### config.mk
export PLATFORM = sky130hd
export DESIGN_NAME = fpp_port_io
export DESIGN_NICKNAME = d
export VERILOG_FILES = /design/src/fpp_pkg.sv /design/src/fpp_port_io.sv
export SDC_FILE = /design/constraint.sdc
export NUM_CORES = 1
export LEC_CHECK = 0
export BUFFER_PORTS_ARGS = -buffer_cell sky130_fd_sc_hd__buf_2
export CAP_MARGIN = 20
export CORE_MARGIN = 2
export CORE_UTILIZATION = 55
export DETAILED_ROUTE_END_ITERATION = 8
export PLACE_DENSITY_LB_ADDON = 0.12
export RECOVER_POWER = 25
export SYNTH_ARGS = -nofsm -noshare
export SYNTH_HDL_FRONTEND = slang
export SYNTH_SLANG_ARGS = --single-unit
### constraint.sdc
create_clock -name clk_sys -period 5.35 [get_ports clk_sys]
set_clock_uncertainty 0.1 [all_clocks]
set_input_delay 1.07 -clock clk_sys [delete_from_list [all_inputs] [get_ports clk_sys]]
set_output_delay 1.07 -clock clk_sys [all_outputs]
set_load 0.01 [all_outputs]
### src/fpp_pkg.sv
// Package for the five-port parallel I/O block: register map, field positions and pin bundles.
package fpp_pkg;

    // ========================================================================
    // Bus geometry
    localparam int unsigned ADDR_W = 14;
    localparam int unsigned DATA_W = 32;

    // ========================================================================
    // Register indices; the byte address is four times the index
    localparam logic [11:0] IDX_PORT_ZERO_DATA = 12'h000;
    localparam logic [11:0] IDX_PORT_ONE_DATA = 12'h001;
    localparam logic [11:0] IDX_PORT_TWO_DATA = 12'h002;
    localparam logic [11:0] IDX_PORT_THREE_DATA = 12'h003;
    localparam logic [11:0] IDX_PORT_TWO_DIRECTION = 12'h0F6;
    localparam logic [11:0] IDX_PORT_THREE_FUNCTION = 12'h0F7;
    localparam logic [11:0] IDX_PORT_ZERO_ONE_DIRECTION = 12'h0F8;
    localparam logic [11:0] IDX_SERIAL_CONTROL = 12'h0FA;
    localparam logic [11:0] IDX_PORT_DRIVER_CONFIG = 12'hF00;
    localparam logic [11:0] IDX_PORT_FOUR_DATA = 12'hF08;
    localparam logic [11:0] IDX_PORT_FOUR_DIRECTION = 12'hF09;

    // ========================================================================
    // Reset values
    localparam logic [7:0] RST_PORT_TWO_DIRECTION = 8'hFF;
    localparam logic [7:0] RST_PORT_FOUR_DIRECTION = 8'hFF;
    localparam logic [7:0] RST_PORT_ZERO_ONE_DIRECTION = 8'h49;
    localparam logic [7:0] RST_PORT_DRIVER_CONFIG = 8'h0E;
    localparam logic [7:0] RST_PORT_THREE_FUNCTION = 8'h00;
    localparam logic [7:0] RST_SERIAL_CONTROL = 8'h00;
    localparam logic [7:0] RST_LATCH = 8'h00;

    // ========================================================================
    // Field positions
    localparam int unsigned BIT_P0_LOW_INPUT = 0;
    localparam int unsigned BIT_P1_INPUT = 3;
    localparam int unsigned BIT_P0_HIGH_INPUT = 6;
    localparam int unsigned BIT_P12_PUSH_PULL = 1;
    localparam int unsigned BIT_P0_PUSH_PULL = 2;
    localparam int unsigned BIT_TX_ENABLE = 7;
    localparam int unsigned BIT_TX_LINE = 7;
    localparam int unsigned OP_LSB = 8;

    // Write operation selected by write data bits 9:8 on a port data register.
    typedef enum logic [1:0] {
        FPP_OP_LOAD,
        FPP_OP_OR,
        FPP_OP_AND,
        FPP_OP_XOR
    } fpp_op_t;

    // ========================================================================
    // Pin bundles
    typedef struct packed {
        logic [7:0] portFour;
        logic [7:0] portThree;
        logic [7:0] portTwo;
        logic [7:0] portOne;
        logic [7:0] portZero;
    } fpp_pins_t;

    typedef struct packed {
        logic portFour;
        logic portTwo;
        logic portOne;
        logic portZeroHigh;
        logic portZeroLow;
    } fpp_pull_opt_t;

endpackage : fpp_pkg

### src/fpp_port_io.sv
// Five-port parallel I/O block with an APB register slave.
//
// Contract
// - Five 8-bit ports, each its own data register.
// - Port zero direction chosen per nibble.
// - Port one direction chosen for whole byte.
// - Port two direction chosen per line.
// - Port four direction chosen per line.
// - Port three: low inputs, high outputs, fixed.
// - Pull-ups off on lines set as output.
// - Port reads return synchronised pin levels; port three high nibble returns the latch.
// - OR, AND, XOR combine pins, write latch.
// - Floating open-drain high line reads zero.
// - Port zero push-pull or open-drain by config bit two.
// - Reset or stop recovery makes port zero inputs.
// - Transmit enable routes transmitter onto port zero line seven.
// - Transmit reaches line seven only when upper nibble outputs.
// - Build-time port zero pull-ups per nibble, inputs only.
// - Ports one, two share one push-pull/open-drain choice.
// - Reset makes port one all inputs.
//
// The APB register port was left to the implementer.
module fpp_port_io
    import fpp_pkg::*;
(
    input wire logic clk_sys,
    input wire logic rst,
    input wire logic psel,
    input wire logic penable,
    input wire logic pwrite,
    input wire logic [ADDR_W-1:0] paddr,
    input wire logic [DATA_W-1:0] pwdata,
    output logic [DATA_W-1:0] prdata,
    output logic pready,
    output logic pslverr,
    input wire logic stopRecovery,
    input wire logic serialTxData,
    input wire fpp_pull_opt_t pullOption,
    input wire fpp_pins_t pinIn,
    output fpp_pins_t pinOut,
    output fpp_pins_t pinOe,
    output fpp_pins_t pullEnable
);

    // ========================================================================
    // Pin synchronisers
    fpp_pins_t pinMeta_q;
    fpp_pins_t pinSync_q;

    always_ff @(posedge clk_sys) begin
        if (rst) begin
            pinMeta_q <= '0;
            pinSync_q <= '0;
        end else begin
            pinMeta_q <= pinIn;
            pinSync_q <= pinMeta_q;
        end
    end

    // ========================================================================
    // Bus decode
    logic [11:0] regIdx;
    logic accessPhase;
    logic doWrite;
    logic doRead;
    logic mapped;
    fpp_op_t writeOp;

    assign regIdx = paddr[13:2];
    assign accessPhase = psel && penable && !pready;
    assign doWrite = psel && penable && pready && pwrite && mapped;
    assign doRead = accessPhase && !pwrite;
    assign writeOp = fpp_op_t'(pwdata[OP_LSB+1:OP_LSB]);

    always_comb begin
        unique case (regIdx)
            IDX_PORT_ZERO_DATA, IDX_PORT_ONE_DATA, IDX_PORT_TWO_DATA, IDX_PORT_THREE_DATA,
            IDX_PORT_TWO_DIRECTION, IDX_PORT_THREE_FUNCTION, IDX_PORT_ZERO_ONE_DIRECTION,
            IDX_SERIAL_CONTROL, IDX_PORT_DRIVER_CONFIG, IDX_PORT_FOUR_DATA,
            IDX_PORT_FOUR_DIRECTION: mapped = 1'b1;
            default: mapped = 1'b0;
        endcase
    end

    // Read-modify-write works on what the pins show, not on the latch, so an
    // open-drain line held low outside is written back low.
    function automatic logic [7:0] combine(input fpp_op_t op, input logic [7:0] pins,
                                           input logic [7:0] operand);
        logic [7:0] result;
        result = operand;
        unique case (op)
            FPP_OP_LOAD: result = operand;
            FPP_OP_OR: result = pins | operand;
            FPP_OP_AND: result = pins & operand;
            FPP_OP_XOR: result = pins ^ operand;
        endcase
        return result;
    endfunction

    // ========================================================================
    // Output latches
    fpp_pins_t latch_q;

    always_ff @(posedge clk_sys) begin
        if (rst) begin
            latch_q <= {5{RST_LATCH}};
        end else if (doWrite) begin
            unique case (regIdx)
                IDX_PORT_ZERO_DATA: latch_q.portZero <= combine(writeOp, pinSync_q.portZero, pwdata[7:0]);
                IDX_PORT_ONE_DATA: latch_q.portOne <= combine(writeOp, pinSync_q.portOne, pwdata[7:0]);
                IDX_PORT_TWO_DATA: latch_q.portTwo <= combine(writeOp, pinSync_q.portTwo, pwdata[7:0]);
                IDX_PORT_THREE_DATA: latch_q.portThree <= combine(writeOp, pinSync_q.portThree, pwdata[7:0]);
                IDX_PORT_FOUR_DATA: latch_q.portFour <= combine(writeOp, pinSync_q.portFour, pwdata[7:0]);
                default: latch_q <= latch_q;
            endcase
        end
    end

    // ========================================================================
    // Mode and configuration registers
    logic [7:0] portTwoDirection_q;
    logic [7:0] portFourDirection_q;
    logic [7:0] portZeroOneDirection_q;
    logic [7:0] portDriverConfig_q;
    logic [7:0] portThreeFunction_q;
    logic [7:0] serialControl_q;

    always_ff @(posedge clk_sys) begin
        if (rst) begin
            portTwoDirection_q <= RST_PORT_TWO_DIRECTION;
            portFourDirection_q <= RST_PORT_FOUR_DIRECTION;
            portDriverConfig_q <= RST_PORT_DRIVER_CONFIG;
            portThreeFunction_q <= RST_PORT_THREE_FUNCTION;
            serialControl_q <= RST_SERIAL_CONTROL;
        end else if (doWrite) begin
            unique case (regIdx)
                IDX_PORT_TWO_DIRECTION: portTwoDirection_q <= pwdata[7:0];
                IDX_PORT_FOUR_DIRECTION: portFourDirection_q <= pwdata[7:0];
                IDX_PORT_DRIVER_CONFIG: portDriverConfig_q <= pwdata[7:0];
                IDX_PORT_THREE_FUNCTION: portThreeFunction_q <= pwdata[7:0];
                IDX_SERIAL_CONTROL: serialControl_q <= pwdata[7:0];
                default: portTwoDirection_q <= portTwoDirection_q;
            endcase
        end
    end

    // Stop recovery only returns port zero to input; port one keeps its mode.
    always_ff @(posedge clk_sys) begin
        if (rst) begin
            portZeroOneDirection_q <= RST_PORT_ZERO_ONE_DIRECTION;
        end else if (stopRecovery) begin
            portZeroOneDirection_q[BIT_P0_LOW_INPUT] <= 1'b1;
            portZeroOneDirection_q[BIT_P0_HIGH_INPUT] <= 1'b1;
        end else if (doWrite && regIdx == IDX_PORT_ZERO_ONE_DIRECTION) begin
            portZeroOneDirection_q <= pwdata[7:0];
        end
    end

    // ========================================================================
    // Direction and driver decode; a one means the line drives
    fpp_pins_t isOutput;
    logic zeroPushPull;
    logic sharedPushPull;
    logic txActive;

    assign zeroPushPull = portDriverConfig_q[BIT_P0_PUSH_PULL];
    assign sharedPushPull = portDriverConfig_q[BIT_P12_PUSH_PULL];
    assign txActive = serialControl_q[BIT_TX_ENABLE];

    always_comb begin
        isOutput.portZero = {{4{~portZeroOneDirection_q[BIT_P0_HIGH_INPUT]}},
                             {4{~portZeroOneDirection_q[BIT_P0_LOW_INPUT]}}};
        isOutput.portOne = {8{~portZeroOneDirection_q[BIT_P1_INPUT]}};
        isOutput.portTwo = ~portTwoDirection_q;
        isOutput.portThree = 8'hF0;
        isOutput.portFour = ~portFourDirection_q;
    end

    // ========================================================================
    // Pin drive, registered so every pad signal leaves a flip-flop
    fpp_pins_t pinOut_d;
    fpp_pins_t pinOe_d;
    fpp_pins_t pullEnable_d;
    logic [7:0] zeroValue;

    always_comb begin
        zeroValue = latch_q.portZero;
        if (txActive) begin
            zeroValue[BIT_TX_LINE] = serialTxData;
        end
        // An open-drain line only pulls low; a one leaves the pin floating.
        pinOut_d.portZero = zeroPushPull ? zeroValue : 8'h00;
        pinOe_d.portZero = isOutput.portZero & (zeroPushPull ? 8'hFF : ~zeroValue);
        pinOut_d.portOne = sharedPushPull ? latch_q.portOne : 8'h00;
        pinOe_d.portOne = isOutput.portOne & (sharedPushPull ? 8'hFF : ~latch_q.portOne);
        pinOut_d.portTwo = sharedPushPull ? latch_q.portTwo : 8'h00;
        pinOe_d.portTwo = isOutput.portTwo & (sharedPushPull ? 8'hFF : ~latch_q.portTwo);
        pinOut_d.portThree = {latch_q.portThree[7:4], 4'h0};
        pinOe_d.portThree = isOutput.portThree;
        // Port four has no global drive choice here, so it is push-pull.
        pinOut_d.portFour = latch_q.portFour;
        pinOe_d.portFour = isOutput.portFour;
        pullEnable_d.portZero = {{4{pullOption.portZeroHigh}}, {4{pullOption.portZeroLow}}}
                                & ~isOutput.portZero;
        pullEnable_d.portOne = {8{pullOption.portOne}} & ~isOutput.portOne;
        pullEnable_d.portTwo = {8{pullOption.portTwo}} & ~isOutput.portTwo;
        pullEnable_d.portThree = 8'h00;
        pullEnable_d.portFour = {8{pullOption.portFour}} & ~isOutput.portFour;
    end

    always_ff @(posedge clk_sys) begin
        if (rst) begin
            pinOut <= '0;
            pinOe <= '0;
            pullEnable <= '0;
        end else begin
            pinOut <= pinOut_d;
            pinOe <= pinOe_d;
            pullEnable <= pullEnable_d;
        end
    end

    // ========================================================================
    // Read data
    logic [7:0] readByte;

    always_comb begin
        unique case (regIdx)
            IDX_PORT_ZERO_DATA: readByte = pinSync_q.portZero;
            IDX_PORT_ONE_DATA: readByte = pinSync_q.portOne;
            IDX_PORT_TWO_DATA: readByte = pinSync_q.portTwo;
            IDX_PORT_THREE_DATA: readByte = {latch_q.portThree[7:4], pinSync_q.portThree[3:0]};
            IDX_PORT_FOUR_DATA: readByte = pinSync_q.portFour;
            IDX_PORT_TWO_DIRECTION: readByte = portTwoDirection_q;
            IDX_PORT_FOUR_DIRECTION: readByte = portFourDirection_q;
            IDX_PORT_ZERO_ONE_DIRECTION: readByte = portZeroOneDirection_q;
            IDX_PORT_DRIVER_CONFIG: readByte = portDriverConfig_q;
            IDX_PORT_THREE_FUNCTION: readByte = portThreeFunction_q;
            IDX_SERIAL_CONTROL: readByte = serialControl_q;
            default: readByte = 8'h00;
        endcase
    end

    // ========================================================================
    // APB answer: one wait state, then pready for a single cycle
    always_ff @(posedge clk_sys) begin
        if (rst) begin
            pready <= 1'b0;
            pslverr <= 1'b0;
            prdata <= '0;
        end else begin
            pready <= accessPhase;
            pslverr <= accessPhase && !mapped;
            if (doRead) begin
                prdata <= {24'h000000, readByte};
            end
        end
    end

endmodule // fpp_port_io

==> results of run 1 <==
==> worst register-to-register path: stages, from the launching register on <==
cell,delay [ps]
dfxtp_1,390
and4_1,340
nand4_2,300
nor3b_4,640
nor2_1,110
a211oi_2,220
==> cells in the final DEF, fill, tap and decap left out, drive strengths merged, types with 11 or more instances in the layout <==
cell type,count
nand3,11
mux2i,54
nor2,115
a211oi,51
nor2b,118
conb,40
nand2,72
and2,17
inv,51
o21ai,41
dfxtp,262
clkbuf,83
buf,146
ha,72
a21oi,76
nor3,29
and3,28
a22oi,11
==> worst min path at each step <==
| stage | startpoint | endpoint | slack (ps) | cells after the start |
|---|---|---|---|---|
| after floorplan | pinMeta_q[0] | pinSync_q[0] | 310 | 1 |
| after global placement | pinMeta_q[33] | pinSync_q[33] | 320 | 1 |
| after detailed placement | pinMeta_q[36] | pinSync_q[36] | 320 | 1 |
| after CTS | pinMeta_q[36] | pinSync_q[36] | 330 | 1 |
| after global routing | pinMeta_q[25] | pinSync_q[25] | 350 | 1 |
| final | pinMeta_q[36] | pinSync_q[36] | 330 | 1 |
==> synth_stat cells (all sizes together) <==
master / count
inv: 49
nand2: 72
a32o: 1
nand3b: 1
nor2b: 118
o21ai: 41
nor3: 29
nor2: 115
a21oi: 76
a2bb2oi: 1
or2: 3
a32oi: 4
dfxtp: 262
and2: 17
buf: 77
or3b: 1
o22a: 3
nand3: 11
nand4: 7
mux2: 8
o221ai: 3
o31ai: 1
nor3b: 5
and3b: 1
a222oi: 2
mux2i: 54
clkinv: 2
nor4: 3
ha: 72
or4: 1
o211ai: 10
a31o: 1
conb: 1
and4bb: 1
a211oi: 51
clkbuf: 49
and4: 3
o32ai: 8
a22oi: 11
and3: 28
o22ai: 6
==> kinds of logic after synthesis <==
family	share of synthesized area, %
flip-flops	46.0
AO/OA/AOI/OAI	12.4
buffers and inverters	8.08
adder cells (fa/ha/maj)	7.89
other	0.0329
multiplexers	5.53
AND/OR/NAND/NOR	20.1
==> per-stage QoR <==
stage                     hold WS (ps)  std cells  power [mW]  util, %
after CTS                          330       1636        4.17     64.3
final                              328       1636        4.15     64.0
after global routing               345       1636        4.29     64.0
after floorplan                    314       1248        2.28        -
after global placement             320       1588        2.37     60.0
after detailed placement           320       1588        2.38     60.0
==> flip-flops by register name (all words and copies together) (netlist names) <==
register                count
portZeroOneDirection_q      8
pslverr                     1
pready                      1
portTwoDirection_q          8
portFourDirection_q         8
pinOe                      33
portDriverConfig_q          8
pinMeta_q                  40
pullEnable                 19
pinOut                     36
pinSync_q                  40
serialControl_q             8
portThreeFunction_q         8
latch_q                    36
prdata                      8
==> layout make-up <==
| cell class | instances | area [um^2] | share of cell area (%) |
|---|---|---|---|
| Inverter | 51 | 191 | 1.47 |
| Clock inverter | 15 | 140 | 1.08 |
| Sequential cell | 262 | 5250 | 40.4 |
| Multi-Input combinational cell | 809 | 5400 | 41.5 |
| Clock buffer | 33 | 728 | 5.60 |
| Tap cell | 270 | 338 | 2.60 |
| Timing Repair Buffer | 196 | 953 | 7.34 |
==> routing by layer <==
layer  GRT usage [%]  wire [um]  vias up
met4            6.67        576        0
met1            34.9      12800     3879
met2            39.3      12500      329
met5               0          0        -
li1                -          -     4306
met3            3.73       2020       39
==> power by group <==
part           leakage, nW  switching [mW]  internal, mW
clock                0.427           0.754          1.06
combinational         2.96           0.212         0.113
sequential            2.13          0.0210          1.99
==> flow_metrics.env, run 1 <==
export IMPL_status="finished with violations"
export IMPL_violations="max-capacitance violations, max-slew violations"
export IMPL_regToRegSetupSlack_ps=3170
export IMPL_period_needed_ps=3710
export IMPL_critPathMaxFanout=43
export IMPL_synth_area_um2=11400
export IMPL_cp_num_buf_inv=3
export IMPL_fmax_ghz=0.269
export IMPL_hold_viol=0
export IMPL_yosys_warnings=0
export IMPL_ys_ff_latch=262
export IMPL_n_fill_cell=1769
export IMPL_cp_required_ps=5660
export IMPL_vias=8553
export IMPL_timing_rr_start="pready"
export IMPL_cts_made_buffers=26
export IMPL_grt_total_usage_pct=24.6
export IMPL_end_kind="flop"
export IMPL_dieArea_um2=21900
export IMPL_pre_cts_ws_ps=1860
export IMPL_wl_per_cell_um=17.1
export IMPL_initial_utilization_pct=56.2
export IMPL_syn_area_per_cell_um2=9.44
export IMPL_startpoint="rst"
export IMPL_diodes=0
export IMPL_path_cells="clkbuf_1 > inv_1 > buf_4 > and3_1"
export IMPL_detail_route_antenna_nets=0
export IMPL_tritoncts="done"
export IMPL_start_kind="input port"
export IMPL_fp_coreArea_um2=20300
export IMPL_cts_root_buf="clkbuf_16"
export IMPL_yosysTopAreaCell="dfxtp_1"
export IMPL_cts_hold_buf=0
export IMPL_die_w_um=148
export IMPL_io_buffers=187
export IMPL_drt_initial_drc_count=737
export IMPL_ir_drop_mv=0.221
export IMPL_grt_pass1_vias=7454
export IMPL_clk_pin_slew_ps=60
export IMPL_post_cts_buffers=0
export IMPL_gr_total_overflow=0
export IMPL_arrival_ps=4030
export IMPL_syn_instance_count=1209
export IMPL_grt_first_pass_wirelength_um=42100
export IMPL_cts_resized=0
export IMPL_path_class="in -> reg"
export IMPL_grt_max_degree=85
export IMPL_wirelength_um=27900
export IMPL_final_nets=1516
export IMPL_fin_tns_setup_ps=0
export IMPL_ys_top_cells_by_area="dfxtp_1 46%, ha_1 7.9%, nor2b_1 6.5%"
export IMPL_setup_viol=0
export IMPL_crit_end="pinOut[16]"
export IMPL_crit_slowest_cell="clkbuf_1"
export IMPL_synth_top_area_share_pct=46.0
export IMPL_p_per_area_nw_per_um2=320
export IMPL_r2r_cells=5
export IMPL_worst_slack_ps=1640
export IMPL_firstDrtPassIters=5
export IMPL_power_leakage_nw=5.52
export IMPL_timing_slew_headroom_pct=-41.2
export IMPL_clockBufferDepth=3
export IMPL_drv_cap=1
export IMPL_row_count=52
export IMPL_crit_path_max_incr_delay_ps=1480
export IMPL_die_h_um=148
export IMPL_finish_instance_area_um2=13000
export IMPL_via_per_inst=5.23
export IMPL_grt_antenna_before_repair=0
export IMPL_finalCritPeriodShare_pct=69.4
export IMPL_path_depth=4
export IMPL_htree_levels=1
export IMPL_syn_to_final_growth_pct=13.8
export IMPL_slew_violations=44
export IMPL_dpl_hpwl_um=19900
export IMPL_rsz0062_at_grt="no"
export IMPL_worstSkewPairLatency_ps=530
export IMPL_hold_path_class="reg -> reg"
export IMPL_synth_cell_types=55
export IMPL_worst_pin_slew_ps=2120
export IMPL_rr_endpoint="latch_q[15]"
export IMPL_place_area_um2=12200
export IMPL_ys_seq_area_share_pct=46.0
export IMPL_ios=252
export IMPL_drive_gt1_share_pct=17.0
export IMPL_gp_congestion=0.912
export IMPL_route_detailed_drc=0
export IMPL_critPathTopFamily="buffers and inverters"
export IMPL_cts_sinks=262
Note: power is estimated with default switching activity, not from simulation.
==> run 2, diff against run 1 <==
CORE_UTILIZATION = 49   (was 55)
clock period = 3.4 ns   (was 5.35 ns; I/O delays follow)
==> run 2 against run 1 <==
The flow finishes with violations (max-capacitance violations). Critical path depth up 2. Sequential power rose by 58%. Register-to-register slack lost 2000 ps. Power up 58%. Highest routed layer is now met5.
==> flow_metrics.env, run 2 (synthesis gave the netlist of run 1 again) <==
export IMPL_post_route_util_pct=57.8
export IMPL_worst_pin_slew_ps=1500
export IMPL_end_kind="flop"
export IMPL_n_fill_cell=2036
export IMPL_largestRegisters="pinMeta_q x40, pinSync_q x40"
export IMPL_detail_route_antenna_nets=0
export IMPL_p_per_area_nw_per_um2=497
export IMPL_setup_viol=0
export IMPL_ios=252
export IMPL_finalNonFillerCells=1685
export IMPL_worstSkewPairLatency_ps=530
export IMPL_place_area_um2=12300
export IMPL_wirelength_um=29300
export IMPL_finish_instance_area_um2=13200
export IMPL_firstDrtPassIters=5
export IMPL_final_common_cell="dfxtp_1"
export IMPL_placed_cells=1641
export IMPL_drv_cap=1
export IMPL_cts_resized=0
export IMPL_timing_slew_headroom_pct=0.111
export IMPL_cts_hold_buf=0
export IMPL_hold_path_class="in -> reg"
export IMPL_worst_slack_ps=974
export IMPL_gr_total_overflow=0
export IMPL_dieArea_um2=24500
export IMPL_cts_root_buf="clkbuf_16"
export IMPL_grt_first_pass_wirelength_um=44200
export IMPL_power_leakage_nw=5.77
export IMPL_final_cell_mix="262 x dfxtp_1, 186 x buf_2, 118 x nor2b_1"
export IMPL_final_nets=1526
export IMPL_grt_use_met3_pct=4.32
export IMPL_clockBufferDepth=3
export IMPL_period_needed_ps=2430
export IMPL_grt_max_degree=79
export IMPL_drive_gt1_share_pct=20.7
export IMPL_row_count=55
export IMPL_ir_drop_mv=0.255
export IMPL_drt_initial_drc_count=540
export IMPL_syn_to_final_growth_pct=15.4
export IMPL_grt_antenna_before_repair=1
export IMPL_vias=8649
export IMPL_status="finished with violations"
export IMPL_grtUsageMet1_pct=33.1
export IMPL_post_cts_buffers=0
export IMPL_cts_sinks=262
export IMPL_rsz0062_at_grt="no"
export IMPL_met2_usage_pct=36.3
export IMPL_gp_congestion=0.936
export IMPL_violations="max-capacitance violations"
export IMPL_arrival_ps=2760
export IMPL_fmax_ghz=0.412
export IMPL_cts_made_buffers=26
export IMPL_cp_required_ps=3730
export IMPL_initial_utilization_pct=50.1
export IMPL_pre_cts_ws_ps=509
export IMPL_diodes=0
export IMPL_die_h_um=157
export IMPL_path_class="in -> reg"
export IMPL_route_detailed_drc=0
export IMPL_critPathMaxFanout=16
export IMPL_clk_pin_slew_ps=60
export IMPL_total_power_mw=6.54
export IMPL_finalCritPeriodShare_pct=71.3
export IMPL_slew_violations=0
export IMPL_dpl_hpwl_um=21600
export IMPL_start_kind="input port"
export IMPL_hold_viol=0
export IMPL_fp_coreArea_um2=22800
export IMPL_grt_pass1_vias=7683
export IMPL_tritoncts="done"
export IMPL_fin_tns_setup_ps=0
export IMPL_via_per_inst=5.13
export IMPL_grt_total_usage_pct=23.5
export IMPL_busiest_layer="met2"
export IMPL_holdWs_ps=254
export IMPL_io_buffers=187
export IMPL_wl_per_cell_um=17.4
export IMPL_htree_levels=1
export IMPL_die_w_um=157
-- run 2: final cells by class --
cell class / count / area (um^2) / share of cell area (%)
well taps: 313 / 392 / 2.97
flip-flops and latches: 262 / 5250 / 39.8
repair buffers: 206 / 1100 / 8.33
multi-input cells: 809 / 5400 / 41.0
clock buffers: 37 / 753 / 5.72
inverters: 51 / 191 / 1.45
clock inverters: 7 / 98.8 / 0.750
-- run 2: worst max-delay path, cell delays in order --
cell,delay [ps]
buf_2,210
nor2_1,560
nand4_2,320
nor3b_4,650
nor2_1,130
a211oi_2,210
-- run 2: where the power goes --
group          switching (mW)  internal (mW)
registers              0.0350           3.13
clock network            1.16           1.69
logic                   0.342          0.187
-- run 2: layer usage --
metal,up-vias,wire length (um)
li1,4323,-
met2,341,12500
met5,-,12
met4,2,986
met1,3921,13600
met3,62,2190
-- run 2: path summary, 6_finish.rpt --
path | start | endpoint | slack (ps) | cells after the start
worst max-delay path | paddr[5] | latch_q[14] | 970 | 6
worst min-delay path | pinIn[27] | pinMeta_q[27] | 250 | 2
worst max register to register | pready | latch_q[14] | 1210 | 5
worst min register to register | pinMeta_q[28] | pinSync_q[28] | 320 | 1
